**config.mk**
```make
export PLATFORM = sky130hd
export DESIGN_NAME = srxl_top
export DESIGN_NICKNAME = d
export VERILOG_FILES = /design/src/core/srxl_pkg.sv /design/src/core/srxl_top.sv
export VERILOG_INCLUDE_DIRS = /design/src /design/src/core
export SDC_FILE = /design/constraint.sdc
export NUM_CORES = 1
export LEC_CHECK = 0
export BUFFER_PORTS_ARGS = -buffer_cell sky130_fd_sc_hd__buf_2
export CAP_MARGIN = 0
export CORE_ASPECT_RATIO = 0.75
export CORE_MARGIN = 2
export CORE_UTILIZATION = 58
export DETAILED_ROUTE_END_ITERATION = 8
export PLACE_DENSITY_LB_ADDON = 0.25
export SYNTH_ARGS = -nofsm -noshare
export SYNTH_HDL_FRONTEND = slang
export SYNTH_SLANG_ARGS = --single-unit
```
**constraint.sdc**
```tcl
create_clock -name aclk -period 9.3 [get_ports aclk]
set_clock_uncertainty 0.15 [all_clocks]
set_input_delay 0.93 -clock aclk [delete_from_list [all_inputs] [get_ports aclk]]
set_output_delay 0.93 -clock aclk [all_outputs]
set_load 0.05 [all_outputs]
```
**src/core/srxl_map.svh**
```systemverilog
`ifndef SRXL_MAP_SVH
`define SRXL_MAP_SVH
// ****************************************
// clock and timing
// ****************************************
`define SRXL_CLK_PERIOD_NS   50
`define SRXL_LPF_TAU_NS      67000
`define SRXL_LPF_CYC         (`SRXL_LPF_TAU_NS / `SRXL_CLK_PERIOD_NS)
// ****************************************
// phase lock threshold, 0.66 as a ratio
// ****************************************
`define SRXL_PL_THR_NUM      7'h42
`define SRXL_PL_THR_DEN      7'h64
// ****************************************
// deserializer
// ****************************************
`define SRXL_WORD_BITS       20
`define SRXL_WORD_HALF       10
// ****************************************
// register offsets
// ****************************************
`define SRXL_OFS_CTRL        8'h00
`define SRXL_OFS_STATUS      8'h04
`define SRXL_OFS_INT_STAT    8'h08
`define SRXL_OFS_INT_EN      8'h0C
`define SRXL_OFS_INT_CLR     8'h10
`define SRXL_OFS_FILTER      8'h14
// ****************************************
// field positions and reset values
// ****************************************
`define SRXL_CTRL_SWEEP_EN   0
`define SRXL_CTRL_RST        32'h0000_0001
`define SRXL_INT_LOCK_RISE   0
`define SRXL_INT_LOCK_FALL   1
`define SRXL_INT_NO_DATA     2
`define SRXL_INT_BITS        3
`endif

```
**src/core/srxl_pkg.sv**
```systemverilog
`default_nettype none
package srxl_pkg;
  // gray order along acquisition: up, down, track
  typedef enum logic [1:0] {
    SRXL_ACQ_UP   = 2'b00,
    SRXL_ACQ_DOWN = 2'b01,
    SRXL_TRACK    = 2'b11
  } srxl_acq_t;
  typedef logic [1:0] srxl_resp_t;
  localparam srxl_resp_t SRXL_RESP_OKAY   = 2'b00;
  localparam srxl_resp_t SRXL_RESP_SLVERR = 2'b10;
endpackage
`default_nettype wire

```
**src/core/srxl_top.sv**
```systemverilog
// Overview of operation
// - lock output is high only when data is present and phase lock holds
// - integrator pinned at either extreme means no input data
// - while acquiring, a sweep step is added to the integrator
// - the sweep stops as soon as phase lock is asserted
// - the sweep direction reverses whenever the integrator saturates
// - quadrature level is captured on each rising data transition
// - phase lock when average of high quadrature samples exceeds 0.66
// - samples are averaged over a window of about 67 us
// - bypass select low routes data around the retime and mute path
// - in bypass the mute has no effect on the output
// - in bypass the recovery loop and lock report keep running
// - driver enable is active low; output obeys its level
// - serial bits are gathered into consecutive 20-bit words
// - words carry no alignment and no descrambling
// - word clock runs at one twentieth of the bit rate
// - word clock keeps toggling when lock is lost
// - data is taken on the rising edge of the recovered clock
`include "srxl_map.svh"
`default_nettype none
module srxl_top #(
  parameter int INTEG_W = 10,
  parameter int LPF_CYC = `SRXL_LPF_CYC
) (
  // clock and reset (aclk stands for the recovered bit clock)
  input  wire  logic               aclk,
  input  wire  logic               aresetn,
  // serial side pins
  input  wire  logic               serial_data_in,
  input  wire  logic               quad_clk_level,
  input  wire  logic               pd_late,
  input  wire  logic               bypass_sel_n,
  input  wire  logic               serial_out_driver_enable_n,
  // serial and parallel outputs
  output var   logic               retimed_serial_out,
  output var   logic               retimed_serial_out_oe,
  output var   logic [19:0]        word_data,
  output var   logic               word_clk,
  output var   logic               lock,
  output var   logic [INTEG_W-1:0] integrator_level,
  output var   logic [10:0]        lock_filter_node,
  output var   logic               irq,
  // axi4-lite write address and data
  input  wire  logic [7:0]         s_axi_awaddr,
  input  wire  logic               s_axi_awvalid,
  output var   logic               s_axi_awready,
  input  wire  logic [31:0]        s_axi_wdata,
  input  wire  logic [3:0]         s_axi_wstrb,
  input  wire  logic               s_axi_wvalid,
  output var   logic               s_axi_wready,
  // axi4-lite write response
  output var   logic [1:0]         s_axi_bresp,
  output var   logic               s_axi_bvalid,
  input  wire  logic               s_axi_bready,
  // axi4-lite read
  input  wire  logic [7:0]         s_axi_araddr,
  input  wire  logic               s_axi_arvalid,
  output var   logic               s_axi_arready,
  output var   logic [31:0]        s_axi_rdata,
  output var   logic [1:0]         s_axi_rresp,
  output var   logic               s_axi_rvalid,
  input  wire  logic               s_axi_rready
);
  localparam logic [INTEG_W-1:0] INTEG_MAX = '1;
  localparam logic [INTEG_W-1:0] INTEG_MID = INTEG_MAX >> 1;
  localparam logic [10:0] WIN_LAST = 11'(LPF_CYC - 1);

  // ****************************************
  // pin synchronisers
  // ****************************************
  logic [4:0] pin_m_q, pin_s_q;
  logic data_s, quad_s, late_s, bypass_s, den_n_s, data_prev_q;
  always_ff @(posedge aclk) begin
    if (!aresetn) begin
      // idle pin levels: not bypassed, driver off, so no false edge
      pin_m_q <= 5'h18;
      pin_s_q <= 5'h18;
      data_prev_q <= 1'b0;
    end else begin
      pin_m_q <= {serial_out_driver_enable_n, bypass_sel_n, pd_late,
                  quad_clk_level, serial_data_in};
      pin_s_q <= pin_m_q;
      data_prev_q <= pin_s_q[0];
    end
  end
  assign data_s   = pin_s_q[0];
  assign quad_s   = pin_s_q[1];
  assign late_s   = pin_s_q[2];
  assign bypass_s = ~pin_s_q[3];
  assign den_n_s  = pin_s_q[4];

  logic edge_any, edge_rise;
  assign edge_any  = data_s ^ data_prev_q;
  assign edge_rise = data_s & ~data_prev_q;

  // ****************************************
  // phase lock averaging window
  // ****************************************
  // a fixed window stands in for the rc filter; it needs only counters and a constant-scaled compare
  logic [10:0] win_q, trans_q, high_q;
  logic        phase_lock_q, win_end;
  assign win_end = (win_q == WIN_LAST);
  always_ff @(posedge aclk) begin
    if (!aresetn) begin
      win_q   <= 11'h000;
      trans_q <= 11'h000;
      high_q  <= 11'h000;
    end else if (win_end) begin
      win_q   <= 11'h000;
      trans_q <= 11'h000;
      high_q  <= 11'h000;
    end else begin
      win_q <= win_q + 11'h001;
      if (edge_rise) begin
        trans_q <= trans_q + 11'h001;
        high_q  <= high_q + {10'h000, quad_s};
      end
    end
  end

  logic [17:0] high_scaled, trans_scaled;
  assign high_scaled  = 18'(high_q) * 18'(`SRXL_PL_THR_DEN);
  assign trans_scaled = 18'(trans_q) * 18'(`SRXL_PL_THR_NUM);
  always_ff @(posedge aclk) begin
    if (!aresetn) begin
      phase_lock_q     <= 1'b0;
      lock_filter_node <= 11'h000;
    end else if (win_end) begin
      phase_lock_q     <= (high_scaled > trans_scaled);
      lock_filter_node <= high_q;
    end
  end

  // ****************************************
  // integrator and acquisition sweep
  // ****************************************
  srxl_pkg::srxl_acq_t acq_q;
  logic [INTEG_W-1:0]  integ_q;
  logic                no_data_q, sweep_en_q, sat;
  logic [INTEG_W+1:0]  integ_sum;
  logic [1:0]          pd_step, sw_step;
  assign sat = (integ_q == '0) || (integ_q == INTEG_MAX);
  // with no transitions the integrator charges toward the top
  assign pd_step = !edge_any ? 2'b01 : (late_s ? 2'b01 : 2'b11);
  always_comb begin
    sw_step = 2'b00;
    if (sweep_en_q && acq_q == srxl_pkg::SRXL_ACQ_UP)
      sw_step = 2'b01;
    else if (sweep_en_q && acq_q == srxl_pkg::SRXL_ACQ_DOWN)
      sw_step = 2'b11;
  end
  assign integ_sum = {2'b00, integ_q} + {{INTEG_W{pd_step[1]}}, pd_step}
                   + {{INTEG_W{sw_step[1]}}, sw_step};

  always_ff @(posedge aclk) begin
    if (!aresetn) begin
      integ_q <= INTEG_MID;
    end else if (integ_sum[INTEG_W+1]) begin
      integ_q <= '0;
    end else if (integ_sum[INTEG_W]) begin
      integ_q <= INTEG_MAX;
    end else begin
      integ_q <= integ_sum[INTEG_W-1:0];
    end
  end

  always_ff @(posedge aclk) begin
    if (!aresetn) begin
      acq_q <= srxl_pkg::SRXL_ACQ_UP;
    end else begin
      case (acq_q)
        srxl_pkg::SRXL_ACQ_UP: begin
          if (phase_lock_q)
            acq_q <= srxl_pkg::SRXL_TRACK;
          else if (integ_q == INTEG_MAX)
            acq_q <= srxl_pkg::SRXL_ACQ_DOWN;
        end
        srxl_pkg::SRXL_ACQ_DOWN: begin
          if (phase_lock_q)
            acq_q <= srxl_pkg::SRXL_TRACK;
          else if (integ_q == '0)
            acq_q <= srxl_pkg::SRXL_ACQ_UP;
        end
        srxl_pkg::SRXL_TRACK: begin
          if (!phase_lock_q)
            acq_q <= srxl_pkg::SRXL_ACQ_UP;
        end
        default: acq_q <= srxl_pkg::SRXL_ACQ_UP;
      endcase
    end
  end

  // loop keeps running in bypass; lock never looks at bypass_s
  always_ff @(posedge aclk) begin
    if (!aresetn) begin
      no_data_q        <= 1'b1;
      lock             <= 1'b0;
      integrator_level <= INTEG_MID;
    end else begin
      no_data_q        <= sat;
      lock             <= phase_lock_q & ~no_data_q;
      integrator_level <= integ_q;
    end
  end

  // ****************************************
  // serial output path
  // ****************************************
  logic retime_q;
  always_ff @(posedge aclk) begin
    if (!aresetn) begin
      retime_q              <= 1'b0;
      retimed_serial_out    <= 1'b0;
      retimed_serial_out_oe <= 1'b0;
    end else begin
      retime_q <= data_s;
      if (bypass_s)
        retimed_serial_out <= data_s;
      else
        retimed_serial_out <= retime_q & lock;
      retimed_serial_out_oe <= ~den_n_s;
    end
  end

  // ****************************************
  // deserializer
  // ****************************************
  logic [4:0]  bit_cnt_q;
  logic [19:0] shreg_q;
  always_ff @(posedge aclk) begin
    if (!aresetn) begin
      bit_cnt_q <= 5'h00;
      shreg_q   <= 20'h0_0000;
      word_data <= 20'h0_0000;
      word_clk  <= 1'b0;
    end else begin
      // counter ignores lock so the word clock freewheels
      if (bit_cnt_q == 5'(`SRXL_WORD_BITS - 1))
        bit_cnt_q <= 5'h00;
      else
        bit_cnt_q <= bit_cnt_q + 5'h01;
      shreg_q <= {data_s, shreg_q[19:1]};
      if (bit_cnt_q == 5'(`SRXL_WORD_BITS - 1))
        word_data <= {data_s, shreg_q[19:1]};
      word_clk <= (bit_cnt_q < 5'(`SRXL_WORD_HALF));
    end
  end

  // ****************************************
  // interrupts
  // ****************************************
  logic [2:0] int_stat_q, int_en_q, int_ev, int_clr;
  logic       lock_prev_q, nd_prev_q;
  assign int_ev = {no_data_q & ~nd_prev_q, lock_prev_q & ~lock,
                   lock & ~lock_prev_q};
  always_ff @(posedge aclk) begin
    if (!aresetn) begin
      lock_prev_q <= 1'b0;
      nd_prev_q   <= 1'b1;
      int_stat_q  <= 3'h0;
      irq         <= 1'b0;
    end else begin
      lock_prev_q <= lock;
      nd_prev_q   <= no_data_q;
      // set wins over a clear in the same cycle
      int_stat_q  <= (int_stat_q & ~int_clr) | int_ev;
      irq         <= |(int_stat_q & int_en_q);
    end
  end

  // ****************************************
  // axi4-lite slave
  // ****************************************
  logic       aw_have_q, w_have_q, do_wr;
  logic [7:0] aw_addr_q;
  logic [31:0] w_data_q;
  logic [3:0]  w_strb_q;
  assign do_wr = aw_have_q & w_have_q & ~s_axi_bvalid;
  assign int_clr = (do_wr && aw_addr_q == `SRXL_OFS_INT_CLR && w_strb_q[0])
                 ? w_data_q[2:0] : 3'h0;

  always_ff @(posedge aclk) begin
    if (!aresetn) begin
      aw_have_q     <= 1'b0;
      w_have_q      <= 1'b0;
      aw_addr_q     <= 8'h00;
      w_data_q      <= 32'h0000_0000;
      w_strb_q      <= 4'h0;
      s_axi_awready <= 1'b0;
      s_axi_wready  <= 1'b0;
    end else begin
      if (s_axi_awvalid && s_axi_awready) begin
        aw_have_q     <= 1'b1;
        aw_addr_q     <= s_axi_awaddr;
        s_axi_awready <= 1'b0;
      end else if (do_wr) begin
        aw_have_q <= 1'b0;
      end else if (!aw_have_q && !s_axi_bvalid) begin
        s_axi_awready <= 1'b1;
      end
      if (s_axi_wvalid && s_axi_wready) begin
        w_have_q     <= 1'b1;
        w_data_q     <= s_axi_wdata;
        w_strb_q     <= s_axi_wstrb;
        s_axi_wready <= 1'b0;
      end else if (do_wr) begin
        w_have_q <= 1'b0;
      end else if (!w_have_q && !s_axi_bvalid) begin
        s_axi_wready <= 1'b1;
      end
    end
  end

  always_ff @(posedge aclk) begin
    if (!aresetn) begin
      s_axi_bvalid <= 1'b0;
      s_axi_bresp  <= srxl_pkg::SRXL_RESP_OKAY;
      sweep_en_q   <= 1'(`SRXL_CTRL_RST);
      int_en_q     <= 3'h0;
    end else begin
      if (do_wr) begin
        s_axi_bvalid <= 1'b1;
        s_axi_bresp  <= srxl_pkg::SRXL_RESP_OKAY;
        case (aw_addr_q)
          `SRXL_OFS_CTRL: begin
            if (w_strb_q[0])
              sweep_en_q <= w_data_q[`SRXL_CTRL_SWEEP_EN];
          end
          `SRXL_OFS_INT_EN: begin
            if (w_strb_q[0])
              int_en_q <= w_data_q[2:0];
          end
          `SRXL_OFS_INT_CLR: begin
          end
          default: s_axi_bresp <= srxl_pkg::SRXL_RESP_SLVERR;
        endcase
      end else if (s_axi_bvalid && s_axi_bready) begin
        s_axi_bvalid <= 1'b0;
      end
    end
  end

  logic [31:0] rd_word;
  logic        rd_hit;
  always_comb begin
    rd_word = 32'h0000_0000;
    rd_hit  = 1'b1;
    case (s_axi_araddr)
      `SRXL_OFS_CTRL:     rd_word = {31'h0, sweep_en_q};
      `SRXL_OFS_STATUS:   rd_word = {26'h0, acq_q, bypass_s, no_data_q,
                                     phase_lock_q, lock};
      `SRXL_OFS_INT_STAT: rd_word = {29'h0, int_stat_q};
      `SRXL_OFS_INT_EN:   rd_word = {29'h0, int_en_q};
      `SRXL_OFS_INT_CLR:  rd_word = 32'h0000_0000;
      `SRXL_OFS_FILTER:   rd_word = {5'h00, trans_q, 5'h00, lock_filter_node};
      default:            rd_hit  = 1'b0;
    endcase
  end

  always_ff @(posedge aclk) begin
    if (!aresetn) begin
      s_axi_arready <= 1'b0;
      s_axi_rvalid  <= 1'b0;
      s_axi_rdata   <= 32'h0000_0000;
      s_axi_rresp   <= srxl_pkg::SRXL_RESP_OKAY;
    end else begin
      if (s_axi_arvalid && s_axi_arready) begin
        s_axi_arready <= 1'b0;
        s_axi_rvalid  <= 1'b1;
        s_axi_rdata   <= rd_word;
        s_axi_rresp   <= rd_hit ? srxl_pkg::SRXL_RESP_OKAY
                                : srxl_pkg::SRXL_RESP_SLVERR;
      end else if (s_axi_rvalid && s_axi_rready) begin
        s_axi_rvalid <= 1'b0;
      end else if (!s_axi_rvalid) begin
        s_axi_arready <= 1'b1;
      end
    end
  end

  // ****************************************
  // checks
  // ****************************************
  chk_lock_needs_both: assert property (
    @(posedge aclk) disable iff (!aresetn)
    lock |-> ($past(phase_lock_q) && !$past(no_data_q)))
    else $error("lock high without phase lock and data");

  chk_sat_no_data: assert property (
    @(posedge aclk) disable iff (!aresetn)
    (integ_q == INTEG_MAX || integ_q == '0) |=> no_data_q)
    else $error("saturation did not flag missing data");

  chk_sweep_stops: assert property (
    @(posedge aclk) disable iff (!aresetn)
    phase_lock_q |=> (acq_q == srxl_pkg::SRXL_TRACK))
    else $error("sweep still running under phase lock");

  chk_sweep_reverse: assert property (
    @(posedge aclk) disable iff (!aresetn)
    (acq_q == srxl_pkg::SRXL_ACQ_UP && integ_q == INTEG_MAX && !phase_lock_q)
    |=> (acq_q == srxl_pkg::SRXL_ACQ_DOWN))
    else $error("sweep did not reverse at top");

  chk_phase_thresh: assert property (
    @(posedge aclk) disable iff (!aresetn)
    win_end |=> (phase_lock_q ==
      ($past(high_q) * 100 > $past(trans_q) * 66)))
    else $error("phase lock disagrees with 0.66 threshold");

  chk_bypass_nomute: assert property (
    @(posedge aclk) disable iff (!aresetn)
    bypass_s |=> (retimed_serial_out == $past(data_s)))
    else $error("bypass output not following input");

  chk_driver_enable: assert property (
    @(posedge aclk) disable iff (!aresetn)
    ##1 (retimed_serial_out_oe == !$past(den_n_s)))
    else $error("driver enable level not obeyed");

  chk_word_clk_rate: assert property (
    @(posedge aclk) disable iff (!aresetn)
    $rose(word_clk) |-> ##20 $rose(word_clk))
    else $error("word clock not one twentieth of bit rate");

  chk_word_order: assert property (
    @(posedge aclk) disable iff (!aresetn)
    (bit_cnt_q == 5'd19) |=>
      (word_data[19] == $past(data_s) && word_data[0] == $past(data_s, 20)))
    else $error("word bit order wrong");

  cov_lock_rise: cover property (@(posedge aclk) disable iff (!aresetn)
    $rose(lock));
  cov_bypass_locked: cover property (@(posedge aclk) disable iff (!aresetn)
    bypass_s && lock);
  cov_sweep_flip: cover property (@(posedge aclk) disable iff (!aresetn)
    acq_q == srxl_pkg::SRXL_ACQ_UP ##1 acq_q == srxl_pkg::SRXL_ACQ_DOWN);
endmodule
`default_nettype wire

```
==> impl_metrics.tcl <==
set metrics [dict create \
    floorplan.die.width_um 147.2 \
    via_per_inst 5.256 \
    layout.core_utilization_pct 67.31 \
    detail_route.iter0.violations 360 \
    grt_util_all_layers_pct 23.14 \
    synth_top_cell_by_area "sky130_fd_sc_hd__dfxtp_1" \
    synthArstFlopShare_pct 0 \
    synth.mux.area_fraction_pct 1.234 \
    sequentialPowerShare_pct 41.0 \
    power.switching_fraction_pct 32.65 \
    largest_family_of_logic_cells_by_synthesized_area "simple AND/OR/NAND/NOR gates" \
    rows 39 \
    dp.final_hpwl_mm 13.24 \
    postRouteAntennaNets 0 \
    crit_required_ns 9.44 \
    worst_setup_path_end_kind "flip-flop" \
    tightestPinTransition_ns 1.127 \
    dr_total_vias 6859 \
    detail_route.first_pass.iterations 5 \
    part_of_the_power_in_combinational_logic_pct 22.9 \
    yosys.area_share.adder_pct 16.65 \
    worst_hold_path.endpoint "retimed_serial_out_oe" \
    synth-seq-cells 179 \
    synth_top_flop_cell "sky130_fd_sc_hd__dfxtp_1" \
    die_y_extent_um 111.4 \
    critical_path.max_fanout 5 \
    finalWorstPathRequiredPeriod_ns 4.631 \
    critical_hold_path_startpoint "pin_s_q[4]" \
    first_global_vias 6385 \
    achievable-frequency_mhz 215.9 \
    min_path_cells 1 \
    timing.max_slew.rel_slack_pct 24.70 \
    grt_antenna_before_repair 0 \
    maxCapViolations 0 \
    post_route_drc_violation_count 0 \
    met2RoutedLength_mm 8.083 \
    p_per_area_nw_per_um2 201.2 \
    synth_area_leaders "sky130_fd_sc_hd__dfxtp_1 40%, sky130_fd_sc_hd__ha_1 13%, sky130_fd_sc_hd__nand2_1 5.1%" \
    top_cells_by_instance_count_after_synthesis "179 x sky130_fd_sc_hd__dfxtp_1, 122 x sky130_fd_sc_hd__nand2_1, 90 x sky130_fd_sc_hd__ha_1, 83 x sky130_fd_sc_hd__a21oi_1, 73 x sky130_fd_sc_hd__nor2_1" \
    timing.final.setup_violations 0 \
    post_cts_resize_count 0 \
    fin_setup_tns_ns 0 \
    power_dissipated_by_switching_net_loads_uw 668.9 \
    floorplan.initialDensity_pct 59.00 \
    drive_above_1_share_pct 14.36 \
    ioPinCount 151 \
    synth_enable_flop_cells 0 \
    p_total_uw 2049 \
    buffer_ports.inserted 106 \
    globalplace.congestion 0.8614 \
    grt_start_max_net_pins 68 \
    cts_inserted_buffers 17 \
    final_nets 1259 \
    post-synth-top-count-cell "sky130_fd_sc_hd__dfxtp_1" \
    cts_hold_buf 0 \
    outcome "finished, final reports clean" \
    insertedDiodeCount 0 \
    timing_max_transition_violations_final 0 \
    floorplan.core_area_um2 15130 \
    synth_top_area_share_pct 40.15 \
    post_synth_instance_area_um2 8925 \
    post_synth_xor_area_fraction_pct 4.893 \
    clock_pin_transition_on_the_worst_setup_and_hold_timing_paths_ns 0.07 \
    tritoncts "done" \
    cts.repair_timing.setup_buffer_count 0 \
    clock-sinks 179 \
    final_hold_violation_count 0 \
    m1WireLength_mm 9.409 \
    detailedPlace.worstSlack_ns 4.702 \
    cellLeakagePower_uw 0.004716 \
    dieArea_um2 16410 \
    cts.root.buffer_cell "sky130_fd_sc_hd__clkbuf_16" \
    area.growth.synth_to_final_pct 14.09 \
    grt_overflow 0 \
    crit_type "flip-flop to flip-flop" \
    synth_compound_gate_area_share_pct 12.28 \
    worst_r2r_endpoint "phase_lock_q" \
    power.clock.fraction_pct 36.1 \
    synthCells 992 \
    top_layer "met4" \
    register_to_register_setup_slack_ns 4.67 \
    wl_mm 18.66 \
    met3_wirelength_um 986 \
    synth_cell_type_count 62 \
    critical_path.reg2reg.startpoint "high_q[6]" \
    min_period_over_period_pct 49.79 \
    unrepaired_setup_endpoints_after_global_routing "false" \
    timing.hold.worst.class "flip-flop to flip-flop" \
    p_int_uw 1380 \
    crit_path_start_kind "flip-flop" \
    setup_slack_ns 4.669 \
    synth.yosys.seq_area_share_pct 40.15 \
    yosys.area_share.simple_pct 19.56 \
    htree_levels 4 \
    avgSynthCellArea_um2 8.997 \
    crit_arrival_ns 4.77 \
    ir_drop_mv 0.1932 \
    clk-insertion-delay-late_ns 0.44 \
    cts_buffer_depth 2 \
    route.detailed.wl_per_inst_um 14.30 \
    first_pass_grt_wire_length_mm 30.89 \
    worst-r2r-cell-count 17 \
    synth.yosys.warnings 0 \
]
[stage by stage]
step / hold WS [ns] / cell area (um2) / instances
detailed placement: 0.2309 / 9557 / 1273
global route: 0.2570 / 10180 / 1305
floorplan: 0.2182 / 8966 / 1003
finish: 0.2398 / 10180 / 1305
CTS: 0.2410 / 10180 / 1305
global placement: 0.2220 / 9557 / 1273
[flip-flops by register name (all words and copies together) (netlist names), 2 cells and up]
signal,cells
bit_cnt_q,5
shreg_q,18
w_data_q,3
int_stat_q,3
aw_addr_q,8
integ_q,10
high_q,11
win_q,11
lock_filter_node,11
integrator_level,10
trans_q,11
pin_s_q,5
s_axi_rdata,22
pin_m_q,5
word_data,20
int_en_q,3
acq_q,2
[layer usage]
metal | GRT usage [%] | vias up
li1 | - | 3542
met1 | 33.04 | 3148
met2 | 35.55 | 154
met3 | 5.205 | 15
met4 | 6.282 | 0
met5 | 0 | -
[worst max path at each step]
stage,startpoint,to,cells after the start
after floorplan,high_q[6],phase_lock_q,17
after global placement,high_q[6],phase_lock_q,17
after detailed placement,high_q[6],phase_lock_q,18
after CTS,high_q[6],phase_lock_q,17
after global routing,high_q[6],phase_lock_q,17
final,high_q[6],phase_lock_q,17
[kinds of logic after synthesis]
group,after synthesis
and+or+nand+nor,356
muxes,11
buffers and inverters,109
AOI/OAI and AO/OA,179
adders and majority gates,108
other,1
DFF,179
xor gates and xnor gates,49
[power by group through the flow]
| stage | logic, uW | registers, uW | clock network, uW |
|---|---|---|---|
| 3_5_place_dp | 464 | 857 | 0 |
| 5_1_grt | 530 | 846 | 782 |
| 3_3_place_gp | 452 | 857 | 0 |
| 2_1_floorplan | 339 | 887 | 0 |
| 4_1_cts | 470 | 840 | 748 |
| 6_report | 470 | 839 | 740 |
[area by class of cell]
cell class	instances	area (um2)
Multi-Input combinational cell	715	4920
Fill cell	1203	4945
Clock inverter	15	200.2
Timing Repair Buffer	109	553.0
Clock buffer	17	425.4
Sequential cell	179	3583
Tap cell	205	256.5
Inverter	65	244.0
[layout by cell type, fill, tap and decap left out, drive strengths merged, types with 2 or more instances in the layout]
cell,Yosys,layout
dfxtp,179,179
nand2,122,122
buf,22,109
ha,90,90
a21oi,83,83
nor2,75,75
inv,65,73
nand3,37,37
o21ai,33,33
xnor2,31,31
and2,27,27
nand2b,26,26
xor2,18,18
fa,18,18
clkbuf,22,17
a22o,16,16
a21o,13,13
nor3,12,12
nand4,12,12
and3,12,12
conb,1,12
mux2i,11,11
nor2b,8,8
a31oi,6,6
or3,6,6
clkinv,0,6
o211ai,5,5
nor4,4,4
or2,4,4
a211oi,3,3
a21bo,3,3
o21bai,3,3
nor3b,3,3
nand3b,2,2
a221oi,2,2
a22oi,2,2
o41ai,2,2
or4,2,2
[worst max-delay path, cell delays in order (launching register included)]
cell                       delay [ns]
sky130_fd_sc_hd__dfxtp_1         0.48
sky130_fd_sc_hd__ha_1            0.30
sky130_fd_sc_hd__ha_1            0.29
sky130_fd_sc_hd__inv_1           0.06
sky130_fd_sc_hd__fa_1            0.49
sky130_fd_sc_hd__inv_1           0.04
sky130_fd_sc_hd__ha_1            0.36
sky130_fd_sc_hd__or3_1           0.39
sky130_fd_sc_hd__a41o_1          0.26
sky130_fd_sc_hd__a21oi_1         0.18
sky130_fd_sc_hd__xnor2_1         0.10
sky130_fd_sc_hd__ha_1            0.28
sky130_fd_sc_hd__and3_1          0.15
sky130_fd_sc_hd__nand4_1         0.14
sky130_fd_sc_hd__or2_0           0.28
sky130_fd_sc_hd__or3_1           0.36
sky130_fd_sc_hd__o211ai_1        0.10
sky130_fd_sc_hd__a21oi_1         0.08
(Power assumes the default switching activity.)
